`config.mk`:
```
export PLATFORM = sky130hd
export DESIGN_NAME = dis_sequencer
export DESIGN_NICKNAME = d
export VERILOG_FILES = /design/src/dis_pkg.sv /design/src/dis_sequencer.sv
export SDC_FILE = /design/constraint.sdc
export NUM_CORES = 1
export LEC_CHECK = 0
export BUFFER_PORTS_ARGS = -buffer_cell sky130_fd_sc_hd__buf_2
export CAP_MARGIN = 20
export CORE_MARGIN = 4
export CORE_UTILIZATION = 49
export CTS_BUF_LIST = sky130_fd_sc_hd__clkbuf_16
export CTS_CLUSTER_SIZE = 28
export DETAILED_ROUTE_END_ITERATION = 16
export PLACE_DENSITY = 0.73
export SLEW_MARGIN = 25
export SYNTH_ARGS = -nofsm -noshare
export SYNTH_HDL_FRONTEND = slang
export SYNTH_SLANG_ARGS = --single-unit
```
`constraint.sdc`:
```
create_clock -name sys_clk -period 4.8 [get_ports sys_clk]
set_input_delay 0 -clock sys_clk [delete_from_list [all_inputs] [get_ports sys_clk]]
set_output_delay 0 -clock sys_clk [all_outputs]
set_load 0.02 [all_outputs]
```
`src/dis_pkg.sv`:
```
// shared constants, state codes and carrier types for the integrator sequencer
package dis_pkg;

  // apb register map
  localparam int          ADDR_W       = 12;
  localparam logic [11:0] CTRL_OFFS    = 12'h000;
  localparam logic [11:0] STATUS_OFFS  = 12'h004;

  // control register fields
  localparam int CTRL_SPEED_BIT = 0;
  localparam int CTRL_PRESC_BIT = 1;
  localparam logic CTRL_SPEED_RST = 1'b0;
  localparam logic CTRL_PRESC_RST = 1'b0;

  // status register fields
  localparam int STAT_STATE_LSB = 0;
  localparam int STAT_BUSY_BIT  = 4;
  localparam int STAT_READY_BIT = 5;
  localparam int STAT_GAP_BIT   = 6;
  localparam int STAT_PREP_BIT  = 7;

  // timing in internal clock periods
  localparam int CNT_W = 12;
  localparam logic [11:0] CONT_MRAZ_TICKS   = 12'd1470;
  localparam logic [11:0] CONT_DRDY_TICKS   = 12'd1380;
  localparam logic [11:0] NCONT_MRAZ_TICKS  = 12'd2901;
  localparam logic [11:0] NCONT_DRDY2_TICKS = 12'd1450;
  localparam logic [11:0] NCONT_SIDE2_TICKS = NCONT_MRAZ_TICKS - CONT_MRAZ_TICKS;
  localparam logic [11:0] PREP_TICKS        = 12'd72;

  // prescaler divides the system clock by four when selected
  localparam logic [1:0] PRESC_LAST = 2'h3;

  typedef enum logic [2:0] {
    DIS_S1 = 3'b000,
    DIS_S2 = 3'b001,
    DIS_S3 = 3'b010,
    DIS_S4 = 3'b011,
    DIS_S5 = 3'b100,
    DIS_S6 = 3'b101,
    DIS_S7 = 3'b110,
    DIS_S8 = 3'b111
  } dis_state_t;

  typedef struct packed {
    logic              psel;
    logic              penable;
    logic              pwrite;
    logic [ADDR_W-1:0] paddr;
    logic [31:0]       pwdata;
  } dis_apb_req_t;

  typedef struct packed {
    logic        pready;
    logic [31:0] prdata;
    logic        pslverr;
  } dis_apb_rsp_t;

  typedef struct packed {
    logic ground;
    logic int_a;
    logic int_b;
    logic speed;
  } dis_front_t;

  typedef struct packed {
    dis_state_t   state;
    logic         init;
    logic         lvl;
    logic         tog;
    logic         pend;
    logic         two;
    logic [11:0]  meas;
    logic [11:0]  prep;
    logic [11:0]  rdy;
    logic [1:0]   div;
    logic         rdy_n;
    logic         serial_data_clock_prev;
    logic         ctl_speed;
    logic         ctl_presc;
    dis_apb_rsp_t apb;
    dis_front_t   fe;
  } dis_regs_t;

  localparam dis_regs_t DIS_RST = '{
    state:     DIS_S8,
    init:      1'b1,
    lvl:       1'b0,
    tog:       1'b0,
    pend:      1'b0,
    two:       1'b0,
    meas:      12'h000,
    prep:      12'h000,
    rdy:       12'h000,
    div:       2'h0,
    rdy_n:     1'b1,
    serial_data_clock_prev: 1'b0,
    ctl_speed: CTRL_SPEED_RST,
    ctl_presc: CTRL_PRESC_RST,
    apb:       '{pready: 1'b0, prdata: 32'h0000_0000, pslverr: 1'b0},
    fe:        '{ground: 1'b1, int_a: 1'b0, int_b: 1'b0, speed: CTRL_SPEED_RST}
  };

endpackage

```
`src/dis_sequencer.sv`:
```
// dual integrator sequencer: eight-state integrate/measure machine with apb control
// Function
// - speed select bit picks low power (0) or high speed (1) front end
// - result_ready_n goes low when a result is available; host reads after
// - ready timed from internal divided clock, one system clock phase uncertainty
// - reset pin low resets asynchronously; host holds it 50us, glitch free
// - each cycle digitizes one side of two integrators and resets them
// - continuous mode keeps one side always integrating
// - gapped mode suspends integration until digitizing catches up
// - states 3 to 6 integrate A, B/meas A, A/meas B, B
// - states 1 and 8 finish measuring; 2 and 7 prepare A and B
// - transitions use sampled toggle level together with measure busy
// - measure busy spans every measure/reset/autozero cycle, internal only
// - continuous mode: idle side ready, toggle alone picks next state
// - toggle change while busy enters or holds state 1 or 8
// - busy released in wait state moves to prepare state 2 or 7
// - current inputs grounded in every gapped state
// - integrations always alternate between side A and side B
// - start in state 1 if toggle high, state 8 if low
// - inverted toggle drives each state to its mirror partner
// - ready stays low until serial data clock goes high then low
// - continuous measure cycle lasts 1470 internal clock periods
// - continuous ready asserts 1380 periods after the toggle change
// - gapped two-side measure cycle lasts 2901 periods
//
// The implementer's own choices: register access over APB and the placing of the registers.
`timescale 1ns/1ns

module dis_sequencer (
  input  wire logic                       sys_clk,             // system clock, 50 MHz
  input  wire logic                       rst,                 // async reset, active high
  input  wire logic                       ce,                  // clock enable, freezes state
  input  wire logic                       dev_reset_n,         // device reset pin, active low
  input  wire logic                       integrate_toggle,    // integrate toggle pin
  input  wire logic                       serial_data_clock,   // serial data clock pin
  input  wire logic                       psel,                // apb select
  input  wire logic                       penable,             // apb enable
  input  wire logic                       pwrite,              // apb direction
  input  wire logic [dis_pkg::ADDR_W-1:0] paddr,               // apb byte address
  input  wire logic [31:0]                pwdata,              // apb write data
  output logic                            pready,              // apb ready
  output logic [31:0]                     prdata,              // apb read data
  output logic                            pslverr,             // apb error
  output logic                            result_ready_n,      // result ready, active low
  output logic                            inputs_ground,       // current inputs grounded
  output logic                            integrate_a,         // side A integrating
  output logic                            integrate_b,         // side B integrating
  output logic                            speed_power_select   // front end speed select
);

  dis_pkg::dis_regs_t    q;
  dis_pkg::dis_regs_t    d;
  dis_pkg::dis_apb_req_t req;
  logic [1:0]            rsync_q;
  logic [1:0]            tog_sync_q;
  logic [1:0]            serial_data_clock_sync_q;
  logic                  core_rst;
  logic                  tog_s;
  logic                  serial_data_clock_s;
  logic                  tick;
  logic                  busy;
  logic                  chg;
  logic                  prep_done;
  logic                  fire;
  logic                  gapped;
  logic                  rd_cyc;
  logic                  wr_done;

  // pin reset asserts at once, release is synchronised to avoid a ragged exit
  always_ff @(posedge sys_clk or negedge dev_reset_n)
  begin
    if (!dev_reset_n)
    begin
      rsync_q <= 2'h0;
    end
    else
    begin
      rsync_q <= {rsync_q[0], 1'b1};
    end
  end

  assign core_rst = rst | ~rsync_q[1];

  // two-stage synchronisers for the host pins
  always_ff @(posedge sys_clk or posedge rst)
  begin
    if (rst)
    begin
      tog_sync_q  <= 2'h0;
      serial_data_clock_sync_q <= 2'h0;
    end
    else if (ce)
    begin
      tog_sync_q  <= {tog_sync_q[0], integrate_toggle};
      serial_data_clock_sync_q <= {serial_data_clock_sync_q[0], serial_data_clock};
    end
  end

  assign tog_s  = tog_sync_q[1];
  assign serial_data_clock_s = serial_data_clock_sync_q[1];

  always_comb
  begin
    req.psel    = psel;
    req.penable = penable;
    req.pwrite  = pwrite;
    req.paddr   = paddr;
    req.pwdata  = pwdata;
  end

  // internal clock enable: every cycle, or every fourth with prescaler on
  assign tick = q.ctl_presc ? (q.div == dis_pkg::PRESC_LAST) : 1'b1;

  assign busy      = (q.meas != 12'h000);
  assign prep_done = (q.prep == 12'h000);
  assign chg       = (q.tog != q.lvl);
  assign fire      = tick && (q.rdy == 12'h001);
  assign rd_cyc    = req.psel && req.penable && !q.apb.pready;
  assign wr_done   = req.psel && req.penable && q.apb.pready && req.pwrite;

  always_comb
  begin
    gapped = 1'b0;
    d      = q;

    // apb slave: answer one cycle into the access phase
    d.apb.pready = 1'b0;
    if (rd_cyc)
    begin
      d.apb.pready  = 1'b1;
      d.apb.pslverr = 1'b0;
      d.apb.prdata  = 32'h0000_0000;
      if (req.paddr == dis_pkg::CTRL_OFFS)
      begin
        d.apb.prdata[dis_pkg::CTRL_SPEED_BIT] = q.ctl_speed;
        d.apb.prdata[dis_pkg::CTRL_PRESC_BIT] = q.ctl_presc;
      end
      else if (req.paddr == dis_pkg::STATUS_OFFS)
      begin
        d.apb.prdata[dis_pkg::STAT_STATE_LSB +: 4] = 4'({1'b0, q.state} + 4'h1);
        d.apb.prdata[dis_pkg::STAT_BUSY_BIT]       = busy;
        d.apb.prdata[dis_pkg::STAT_READY_BIT]      = ~q.rdy_n;
        d.apb.prdata[dis_pkg::STAT_GAP_BIT]        = q.fe.ground;
        d.apb.prdata[dis_pkg::STAT_PREP_BIT]       = ~prep_done;
      end
      else
      begin
        d.apb.pslverr = 1'b1;
      end
    end
    if (wr_done && (req.paddr == dis_pkg::CTRL_OFFS))
    begin
      d.ctl_speed = req.pwdata[dis_pkg::CTRL_SPEED_BIT];
      d.ctl_presc = req.pwdata[dis_pkg::CTRL_PRESC_BIT];
    end

    // prescaler phase counter
    d.div = q.ctl_presc ? 2'(q.div + 2'h1) : 2'h0;

    // ready clears on a falling serial data clock after it was high
    d.serial_data_clock_prev = serial_data_clock_s;
    if (q.serial_data_clock_prev && !serial_data_clock_s)
    begin
      d.rdy_n = 1'b1;
    end

    if (tick)
    begin
      d.tog = tog_s;
      if (busy)
      begin
        d.meas = 12'(q.meas - 12'h001);
      end
      if (!prep_done)
      begin
        d.prep = 12'(q.prep - 12'h001);
      end
      if (q.rdy != 12'h000)
      begin
        d.rdy = 12'(q.rdy - 12'h001);
      end
      // a new result beats a clear in the same cycle
      if (fire)
      begin
        d.rdy_n = 1'b0;
        if (q.two)
        begin
          d.rdy = dis_pkg::NCONT_DRDY2_TICKS;
          d.two = 1'b0;
        end
      end

      if (q.init)
      begin
        d.init  = 1'b0;
        d.lvl   = tog_s;
        d.tog   = tog_s;
        d.state = tog_s ? dis_pkg::DIS_S1 : dis_pkg::DIS_S8;
      end
      else
      begin
        case (q.state)
          dis_pkg::DIS_S3:
          begin
            if (chg)
            begin
              d.lvl   = q.tog;
              d.state = dis_pkg::DIS_S4;
              d.meas  = dis_pkg::CONT_MRAZ_TICKS;
              d.rdy   = dis_pkg::CONT_DRDY_TICKS;
            end
          end
          dis_pkg::DIS_S6:
          begin
            if (chg)
            begin
              d.lvl   = q.tog;
              d.state = dis_pkg::DIS_S5;
              d.meas  = dis_pkg::CONT_MRAZ_TICKS;
              d.rdy   = dis_pkg::CONT_DRDY_TICKS;
            end
          end
          dis_pkg::DIS_S4:
          begin
            if (chg && !busy)
            begin
              d.lvl   = q.tog;
              d.state = dis_pkg::DIS_S5;
              d.meas  = dis_pkg::CONT_MRAZ_TICKS;
              d.rdy   = dis_pkg::CONT_DRDY_TICKS;
            end
            else if (chg)
            begin
              // side B ended integration before side A was measured
              d.lvl   = q.tog;
              d.state = dis_pkg::DIS_S1;
              d.pend  = 1'b1;
              d.two   = 1'b1;
            end
          end
          dis_pkg::DIS_S5:
          begin
            if (chg && !busy)
            begin
              d.lvl   = q.tog;
              d.state = dis_pkg::DIS_S4;
              d.meas  = dis_pkg::CONT_MRAZ_TICKS;
              d.rdy   = dis_pkg::CONT_DRDY_TICKS;
            end
            else if (chg)
            begin
              d.lvl   = q.tog;
              d.state = dis_pkg::DIS_S8;
              d.pend  = 1'b1;
              d.two   = 1'b1;
            end
          end
          dis_pkg::DIS_S1, dis_pkg::DIS_S8:
          begin
            // toggles while busy are absorbed: integration is suspended here
            if (chg)
            begin
              d.lvl = q.tog;
            end
            if (!busy && q.pend)
            begin
              d.pend = 1'b0;
              d.meas = dis_pkg::NCONT_SIDE2_TICKS;
            end
            else if (!busy)
            begin
              d.prep  = dis_pkg::PREP_TICKS;
              d.state = (q.state == dis_pkg::DIS_S1) ? dis_pkg::DIS_S2 :
                                                        dis_pkg::DIS_S7;
            end
          end
          dis_pkg::DIS_S2:
          begin
            if (chg && prep_done)
            begin
              d.lvl   = q.tog;
              d.state = dis_pkg::DIS_S3;
            end
          end
          dis_pkg::DIS_S7:
          begin
            if (chg && prep_done)
            begin
              d.lvl   = q.tog;
              d.state = dis_pkg::DIS_S6;
            end
          end
          default:
          begin
            d.state = dis_pkg::DIS_S8;
          end
        endcase
      end
    end

    // front end controls follow the next state so they change with it
    case (d.state)
      dis_pkg::DIS_S1, dis_pkg::DIS_S2, dis_pkg::DIS_S7, dis_pkg::DIS_S8:
      begin
        gapped = 1'b1;
      end
      default:
      begin
        gapped = 1'b0;
      end
    endcase
    d.fe.ground = gapped;
    d.fe.int_a  = (d.state == dis_pkg::DIS_S3) || (d.state == dis_pkg::DIS_S5);
    d.fe.int_b  = (d.state == dis_pkg::DIS_S4) || (d.state == dis_pkg::DIS_S6);
    d.fe.speed  = d.ctl_speed;
  end

  always_ff @(posedge sys_clk or posedge core_rst)
  begin
    if (core_rst)
    begin
      q <= dis_pkg::DIS_RST;
    end
    else if (ce)
    begin
      q <= d;
    end
  end

  assign pready             = q.apb.pready;
  assign prdata             = q.apb.prdata;
  assign pslverr            = q.apb.pslverr;
  assign result_ready_n     = q.rdy_n;
  assign inputs_ground      = q.fe.ground;
  assign integrate_a        = q.fe.int_a;
  assign integrate_b        = q.fe.int_b;
  assign speed_power_select = q.fe.speed;

endmodule

```
==> results of run 1 <==
[cell usage after synthesis (all sizes together), types with 3 or more instances]
library cell   n
o211ai         6
xor2          11
a211o          3
nor2b          5
inv           24
nor3b          3
o41ai          3
nand3         16
or4            6
ha            13
a21oi         17
nand3b         4
a21o           3
a211oi         4
nor2          45
mux2i          3
nand2         46
o21ai         40
xnor2          3
dfrtp         63
o31ai          4
buf           34
nand2b         8
nor3          15
nand4          7
a31oi          8
nor4          18
clkbuf        23
mux2          13
dfstp          6
a22o           4
[per-layer routing]
metal  track usage [%]  up-vias
met5                 0        -
met4              6.76        0
met3              4.78        8
met2              33.8      106
met1              26.5     1800
li1                  -     1770
[worst max path at each step]
| stage | end | cells past startpoint |
|---|---|---|
| global placement | q[57] | 5 |
| floorplan | integrate_a | 1 |
| detailed placement | integrate_b | 8 |
| global route | integrate_b | 8 |
| finish | integrate_b | 8 |
| CTS | integrate_b | 6 |
[area by class of cell]
cell class	instances	area (um^2)	area share [%]
clock inverter	7	91.3	1.89
timing repair buffer	47	280	5.80
clock buffer	9	225	4.66
tap	108	135	2.80
sequential	69	1730	35.9
multi-input combinational	367	2270	47.1
inverter	24	90.1	1.87
[flip-flops by register name, indices dropped and copies added (netlist names)]
| name | count |
|---|---|
| integrate_a | 1 |
| rsync_q | 2 |
| pready | 1 |
| pslverr | 1 |
| prdata | 8 |
| tog_sync_q | 2 |
| q | 48 |
| speed_power_select | 1 |
| result_ready_n | 1 |
| integrate_b | 1 |
| inputs_ground | 1 |
| serial_data_clock_sync_q | 2 |
[through the flow]
step	power [mW]	instance area [um^2]
final	2.72	4830
after global routing	2.92	4830
after CTS	2.72	4820
after detailed placement	1.99	4420
after global placement	1.94	4420
after floorplan	1.76	4420
[report_power, final]
group / switching [mW] / internal, mW
sequential: 0.201 / 0.770
clock: 0.246 / 0.452
combinational: 0.621 / 0.425
[cells by family after synthesis]
family / Yosys count / share of synthesized area [%]
other: 2 / 0.173
buffers and inverters: 81 / 9.82
adder cells (fa/ha/maj): 13 / 3.76
flip-flops: 69 / 40.0
AND/OR/NAND/NOR: 187 / 22.5
XOR/XNOR: 14 / 2.83
AO/OA/AOI/OAI: 112 / 16.8
multiplexers: 16 / 4.07
[timing repair]
action / in CTS / in global routing
hold endpoints to repair: 11 / 0
hold buffers: 8 / 0
setup endpoints to repair: 0 / 0
[placed cells by master, fill, tap and decap left out, types with 8 or more instances in the layout]
cell type / count
sky130_fd_sc_hd__nor2_1: 45
sky130_fd_sc_hd__a31oi_1: 8
sky130_fd_sc_hd__conb_1: 25
sky130_fd_sc_hd__inv_1: 25
sky130_fd_sc_hd__ha_1: 13
sky130_fd_sc_hd__mux2_2: 13
sky130_fd_sc_hd__xor2_1: 11
sky130_fd_sc_hd__buf_2: 37
sky130_fd_sc_hd__o21ai_0: 39
sky130_fd_sc_hd__nand3_1: 16
sky130_fd_sc_hd__nand2_1: 46
sky130_fd_sc_hd__dlygate4sd3_1: 8
sky130_fd_sc_hd__dfrtp_1: 63
sky130_fd_sc_hd__nor4_1: 15
sky130_fd_sc_hd__clkbuf_16: 9
sky130_fd_sc_hd__a21oi_1: 16
sky130_fd_sc_hd__nand2b_1: 8
sky130_fd_sc_hd__nor3_1: 15
[worst max-delay path: stages (launching register included)]
cell	delay (ns)
sky130_fd_sc_hd__dfstp_2	0.74
sky130_fd_sc_hd__inv_1	0.21
sky130_fd_sc_hd__ha_1	0.30
sky130_fd_sc_hd__a211o_1	0.30
sky130_fd_sc_hd__a41oi_1	0.23
sky130_fd_sc_hd__o41ai_1	0.10
sky130_fd_sc_hd__a221oi_1	0.44
sky130_fd_sc_hd__mux2_2	0.42
sky130_fd_sc_hd__nor4_1	0.29
==> metrics.json, run 1 <==
{
  "status": {"value": "complete, no violations"},
  "max-slew-margin-rel": {"value": 37.3, "unit": "%"},
  "post_layout_nonfiller_instances": {"value": 631},
  "synth_top_flop_cell": {"value": "sky130_fd_sc_hd__dfrtp_1"},
  "critPathLaunch": {"value": "q[87]"},
  "synth_warnings": {"value": 0},
  "setup-violations-final": {"value": 0},
  "timing.final.ws_setup": {"value": 1.65, "unit": "ns"},
  "largest_net_degree_at_the_start_of_global_routing": {"value": 64},
  "synth_sequential_area_ratio": {"value": 40.0, "unit": "%"},
  "static-leakage-power": {"value": 2.12, "unit": "nW"},
  "postSynthCellCount": {"value": 494},
  "cts_resized": {"value": 0},
  "post_synth_main_area_contributors": {"value": "sky130_fd_sc_hd__dfrtp_1, sky130_fd_sc_hd__buf_4, sky130_fd_sc_hd__o21ai_0, sky130_fd_sc_hd__nand2_1, sky130_fd_sc_hd__nor2_1"},
  "async_reset_ff_share": {"value": 100, "unit": "%"},
  "cts_max_path_buffers": {"value": 2},
  "endpoint_kind": {"value": "flip-flop"},
  "die_width": {"value": 102, "unit": "um"},
  "min_path_cells": {"value": 3},
  "min-delay-start": {"value": "ce"},
  "die_area": {"value": 10400, "unit": "um^2"},
  "gr-total-overflow": {"value": 0},
  "vias": {"value": 3684},
  "numPlacedInstances": {"value": 607},
  "core": {"value": 8680, "unit": "um^2"},
  "util_after_layout": {"value": 55.7, "unit": "%"},
  "port_buffers": {"value": 37},
  "clock_sink_count": {"value": 69},
  "cts_root_buf": {"value": "sky130_fd_sc_hd__clkbuf_16"},
  "path_max_fanout": {"value": 18},
  "drt_first_iter_violations": {"value": 234},
  "drt-vias-per-instance": {"value": 5.84},
  "worstHoldPathType": {"value": "primary input to flip-flop"},
  "drt_pre_antenna_iters": {"value": 4},
  "cts_htree_levels": {"value": 3},
  "yosys_register_bits": {"value": 69},
  "timing.setup.tns": {"value": 0, "unit": "ns"},
  "groute.usage.overall": {"value": 20.5, "unit": "%"},
  "post_cts.repair.setup_buffers": {"value": 0},
  "irDropWorstVdd": {"value": 280, "unit": "uV"},
  "cts_tree": {"value": "done"},
  "dr_wl_met2": {"value": 4.83, "unit": "mm"},
  "place_worst_setup_slack": {"value": 1.68, "unit": "ns"},
  "detailroute.wirelength.met3": {"value": 561, "unit": "um"},
  "reg2reg_to": {"value": "integrate_b"},
  "fin_worst_hold_slack": {"value": 0.103, "unit": "ns"},
  "worst_setup_hold_path_clk_slew": {"value": 0.05, "unit": "ns"},
  "min_to": {"value": "q[43]"},
  "die_height": {"value": 102, "unit": "um"},
  "clk_latency": {"value": 0.33, "unit": "ns"},
  "synthesis.area": {"value": 4330, "unit": "um^2"},
  "cp_data_required_time": {"value": 5.01, "unit": "ns"},
  "number_of_antenna_violations_at_the_first_check_in_global_routing": {"value": 0},
  "power.density": {"value": 562, "unit": "nW/um^2"},
  "critical_path.reg2reg.startpoint": {"value": "q[87]"},
  "drive_above_1_share": {"value": 16.1, "unit": "%"},
  "numCtsBuffers": {"value": 9},
  "remaining_drc_errors": {"value": 0},
  "finalHoldViolations": {"value": 0},
  "finalCritPeriodShare": {"value": 65.7, "unit": "%"},
  "max_freq": {"value": 0.317, "unit": "GHz"},
  "yosysUniqueCellTypes": {"value": 63},
  "grt_pass1_wl": {"value": 17.0, "unit": "mm"},
  "nets": {"value": 584},
  "layout.filler_cells": {"value": 795},
  "critical_path_launch_point_type": {"value": "flip-flop"},
  "post-synth-top-area-fraction": {"value": 36.4, "unit": "%"},
  "drt_wl_total": {"value": 10.0, "unit": "mm"},
  "detailed_place_hpwl": {"value": 7.05, "unit": "mm"},
  "via_count_of_the_first_global_routing_pass": {"value": 3625},
  "synth_edf_count": {"value": 0},
  "io-pin-count": {"value": 92},
  "floorplan.initialDensity": {"value": 49.9, "unit": "%"},
  "area.growth.synth_to_final": {"value": 11.5, "unit": "%"},
  "num_rows": {"value": 34},
  "finalClockSkew": {"value": 0.00859, "unit": "ns"},
  "antenna-diode-count": {"value": 0},
  "gp_congestion": {"value": 0.906},
  "synthDominantAreaCellType": {"value": "sky130_fd_sc_hd__dfrtp_1"},
  "cap_viol_max_count": {"value": 0},
  "maxSlewViolCount": {"value": 0},
  "syn_avg_cell_area": {"value": 8.77, "unit": "um^2"},
  "timing_worst_setup_path_type": {"value": "flip-flop to flip-flop"},
  "final.min_clock_period": {"value": 3.15, "unit": "ns"},
  "met1_length": {"value": 4.51, "unit": "mm"},
  "top_layer_used": {"value": "met4"},
  "worst-r2r-cell-count": {"value": 8},
  "route.detailed.wl_per_inst": {"value": 15.8, "unit": "um"},
  "grt_setup_unrepaired": {"value": "false"},
  "reg2reg_slack": {"value": 1.65, "unit": "ns"},
  "tightest_slew": {"value": 0.940, "unit": "ns"},
  "cp.arrival": {"value": 3.37, "unit": "ns"},
  "detail-route-antenna-nets": {"value": 0}
}
Power figures use the tool's default switching activity.
==> run 2: changes to the inputs <==
==> constraint.sdc (replaced) <==
create_clock -name sys_clk -period 2.95 [get_ports sys_clk]
set_input_delay 0 -clock sys_clk [delete_from_list [all_inputs] [get_ports sys_clk]]
set_output_delay 0 -clock sys_clk [all_outputs]
set_load 0.02 [all_outputs]
==> metrics.json, run 2 (synthesis results as in run 1) <==
{
  "cp.arrival": {"value": 2.99, "unit": "ns", "change": "was 3.37 ns"},
  "drt_wl_total": {"value": 9.90, "unit": "mm", "change": "was 10.0 mm"},
  "cp_data_required_time": {"value": 3.13, "unit": "ns", "change": "was 5.01 ns"},
  "drt_first_iter_violations": {"value": 226, "change": "was 234"},
  "timing.critical_path.slowest_cell_delay": {"value": 0.60, "unit": "ns", "change": "was 0.74 ns"},
  "drive_above_1_share": {"value": 19.0, "unit": "%", "change": "was 16.1%"},
  "worst-r2r-cell-count": {"value": 6, "change": "was 8"},
  "antenna-diode-count": {"value": 0, "change": "unchanged"},
  "static-leakage-power": {"value": 2.21, "unit": "nW", "change": "was 2.12 nW"},
  "finalHoldViolations": {"value": 0, "change": "unchanged"},
  "timing.critical_path.slowest_stage_cell": {"value": "sky130_fd_sc_hd__or4_1", "change": "was sky130_fd_sc_hd__dfstp_2"},
  "detail-route-antenna-nets": {"value": 0, "change": "unchanged"},
  "setup-violations-final": {"value": 0, "change": "unchanged"},
  "groute.usage.overall": {"value": 20.0, "unit": "%", "change": "was 20.5%"},
  "min_path_cells": {"value": 3, "change": "unchanged"},
  "floorplan.initialDensity": {"value": 49.9, "unit": "%", "change": "unchanged"},
  "num_rows": {"value": 34, "change": "unchanged"},
  "layout_commonest_cell": {"value": "sky130_fd_sc_hd__dfrtp_1", "change": "unchanged"},
  "max-slew-margin-rel": {"value": 47.0, "unit": "%", "change": "was 37.3%"},
  "grt_pass1_wl": {"value": 16.8, "unit": "mm", "change": "was 17.0 mm"},
  "reg2reg_slack": {"value": 0.14, "unit": "ns", "change": "was 1.65 ns"},
  "reg2reg_to": {"value": "integrate_b", "change": "unchanged"},
  "nets": {"value": 604, "change": "was 584"},
  "via_count_of_the_first_global_routing_pass": {"value": 3591, "change": "was 3625"},
  "finalClockSkew": {"value": 0.00816, "unit": "ns", "change": "was 0.00859 ns"},
  "critical_path_launch_point_type": {"value": "flip-flop", "change": "unchanged"},
  "layout.cells.most_common_list": {"value": "sky130_fd_sc_hd__dfrtp_1, sky130_fd_sc_hd__nand2_1, sky130_fd_sc_hd__nor2_1", "change": "unchanged"},
  "number_of_flip_flops_in_the_largest_register": {"value": 48, "change": "unchanged"},
  "dpl-instance-area": {"value": 4590, "unit": "um^2", "change": "was 4420 um^2"},
  "grt_setup_unrepaired": {"value": "false", "change": "unchanged"},
  "die_height": {"value": 102, "unit": "um", "change": "unchanged"},
  "detailed_place_hpwl": {"value": 7.02, "unit": "mm", "change": "was 7.05 mm"},
  "fin_worst_hold_slack": {"value": 0.102, "unit": "ns", "change": "was 0.103 ns"},
  "min-delay-start": {"value": "ce", "change": "unchanged"},
  "maxSlewViolCount": {"value": 0, "change": "unchanged"},
  "clk_latency": {"value": 0.33, "unit": "ns", "change": "about the same"},
  "cts_tree": {"value": "done", "change": "unchanged"},
  "largest_net_degree_at_the_start_of_global_routing": {"value": 64, "change": "unchanged"},
  "critPathLaunch": {"value": "q[70]", "change": "was q[87]"},
  "cap_viol_max_count": {"value": 0, "change": "unchanged"},
  "route.detailed.wl_per_inst": {"value": 15.2, "unit": "um", "change": "was 15.8 um"},
  "gp_congestion": {"value": 0.976, "change": "was 0.906"},
  "port_buffers": {"value": 37, "change": "unchanged"},
  "tightest_slew": {"value": 0.796, "unit": "ns", "change": "was 0.940 ns"},
  "max_freq": {"value": 0.356, "unit": "GHz", "change": "was 0.317 GHz"},
  "finalCritPeriodShare": {"value": 95.3, "unit": "%", "change": "was 65.7%"},
  "numCtsBuffers": {"value": 9, "change": "unchanged"},
  "design_area": {"value": 4990, "unit": "um^2", "change": "was 4830 um^2"},
  "power.density": {"value": 896, "unit": "nW/um^2", "change": "was 562 nW/um^2"},
  "gr-total-overflow": {"value": 0, "change": "unchanged"},
  "min_to": {"value": "q[42]", "change": "was q[43]"},
  "final.min_clock_period": {"value": 2.81, "unit": "ns", "change": "was 3.15 ns"},
  "largest-register": {"value": "q", "change": "unchanged"},
  "cts_htree_levels": {"value": 3, "change": "unchanged"},
  "crit_chain": {"value": "or4_1 > or4_4 > o21ai_1 > or4b_1 > a211oi_1 > nor4_1", "change": "was inv_1 > ha_1 > a211o_1 > a41oi_1 > o41ai_1 > a221oi_1 > mux2_2 > nor4_1"},
  "die_width": {"value": 102, "unit": "um", "change": "unchanged"},
  "path_max_fanout": {"value": 5, "change": "was 18"},
  "worst_setup_hold_path_clk_slew": {"value": 0.06, "unit": "ns", "change": "was 0.05 ns"},
  "timing_worst_setup_path_type": {"value": "flip-flop to flip-flop", "change": "unchanged"},
  "clock_sink_count": {"value": 69, "change": "unchanged"},
  "critical_path.reg2reg.startpoint": {"value": "q[70]", "change": "was q[87]"},
  "cts_root_buf": {"value": "sky130_fd_sc_hd__clkbuf_16", "change": "unchanged"},
  "cts_max_path_buffers": {"value": 2, "change": "unchanged"},
  "remaining_drc_errors": {"value": 0, "change": "unchanged"},
  "endpoint_kind": {"value": "flip-flop", "change": "unchanged"},
  "number_of_antenna_violations_at_the_first_check_in_global_routing": {"value": 0, "change": "unchanged"},
  "util_after_layout": {"value": 57.5, "unit": "%", "change": "was 55.7%"},
  "drt-vias-per-instance": {"value": 5.72, "change": "was 5.84"},
  "status": {"value": "complete, no violations", "change": "unchanged"},
  "vias": {"value": 3721, "change": "was 3684"},
  "die_area": {"value": 10400, "unit": "um^2", "change": "unchanged"},
  "core": {"value": 8680, "unit": "um^2", "change": "unchanged"},
  "io-pin-count": {"value": 92, "change": "unchanged"},
  "irDropWorstVdd": {"value": 476, "unit": "uV", "change": "was 280 uV"},
  "area.growth.synth_to_final": {"value": 15.1, "unit": "%", "change": "was 11.5%"},
  "drt_pre_antenna_iters": {"value": 5, "change": "was 4"},
  "worstHoldPathType": {"value": "primary input to flip-flop", "change": "unchanged"},
  "timing.setup.tns": {"value": 0, "unit": "ns", "change": "unchanged"}
}
[run 2: layout make-up]
| cell class | instances | area [um^2] |
|---|---|---|
| clock buffer | 9 | 225 |
| clock inverter | 6 | 80.1 |
| fill | 778 | 3690 |
| inverter | 24 | 90.1 |
| multi-input combinational | 367 | 2280 |
| sequential | 69 | 1730 |
| tap | 108 | 135 |
| timing repair buffer | 67 | 443 |
[run 2: how the worst max path moves through the flow]
stage / endpoint / slack (ns)
after floorplan: inputs_ground / 0.18
after global placement: q[53] / 0.22
after detailed placement: q[53] / 0.19
after CTS: integrate_b / 0.14
after global routing: integrate_b / 0.03
final: integrate_b / 0.14
[run 2: power by group]
part / internal, mW / switching, mW
registers: 1.25 / 0.288
clock network: 0.727 / 0.381
logic: 0.770 / 1.05
[run 2: through the flow]
step / power, mW / cells / worst slack, ns
2_1_floorplan: 2.86 / 517 / 0.184
3_3_place_gp: 3.25 / 627 / 0.216
3_5_place_dp: 3.32 / 627 / 0.188
4_1_cts: 4.46 / 650 / 0.141
5_1_grt: 4.80 / 650 / 0.0256
6_report: 4.47 / 650 / 0.139
[run 2: critical path, delay by kind of cell (launching register included)]
family / cells / cell delay, ns
DFF: 1 / 0.42
and+or+nand+nor: 4 / 1.77
AOI/OAI and AO/OA: 2 / 0.48
[run 2: what timing repair did]
| action | 4_1_cts | 5_1_grt |
|---|---|---|
| setup endpoints to repair | 0 | 2 |
| hold buffers | 8 | 0 |
| hold endpoints to repair | 11 | 0 |
| resized for setup | 0 | 3 |
| setup buffers | 0 | 0 |
[run 2: per-layer routing]
layer	vias up	part of all wire (%)	track usage, %
met2	102	50	33.5
met1	1796	44	25.5
met4	0	1.6	6.26
met5	-	0	0
li1	1808	-	-
met3	15	4.7	4.98
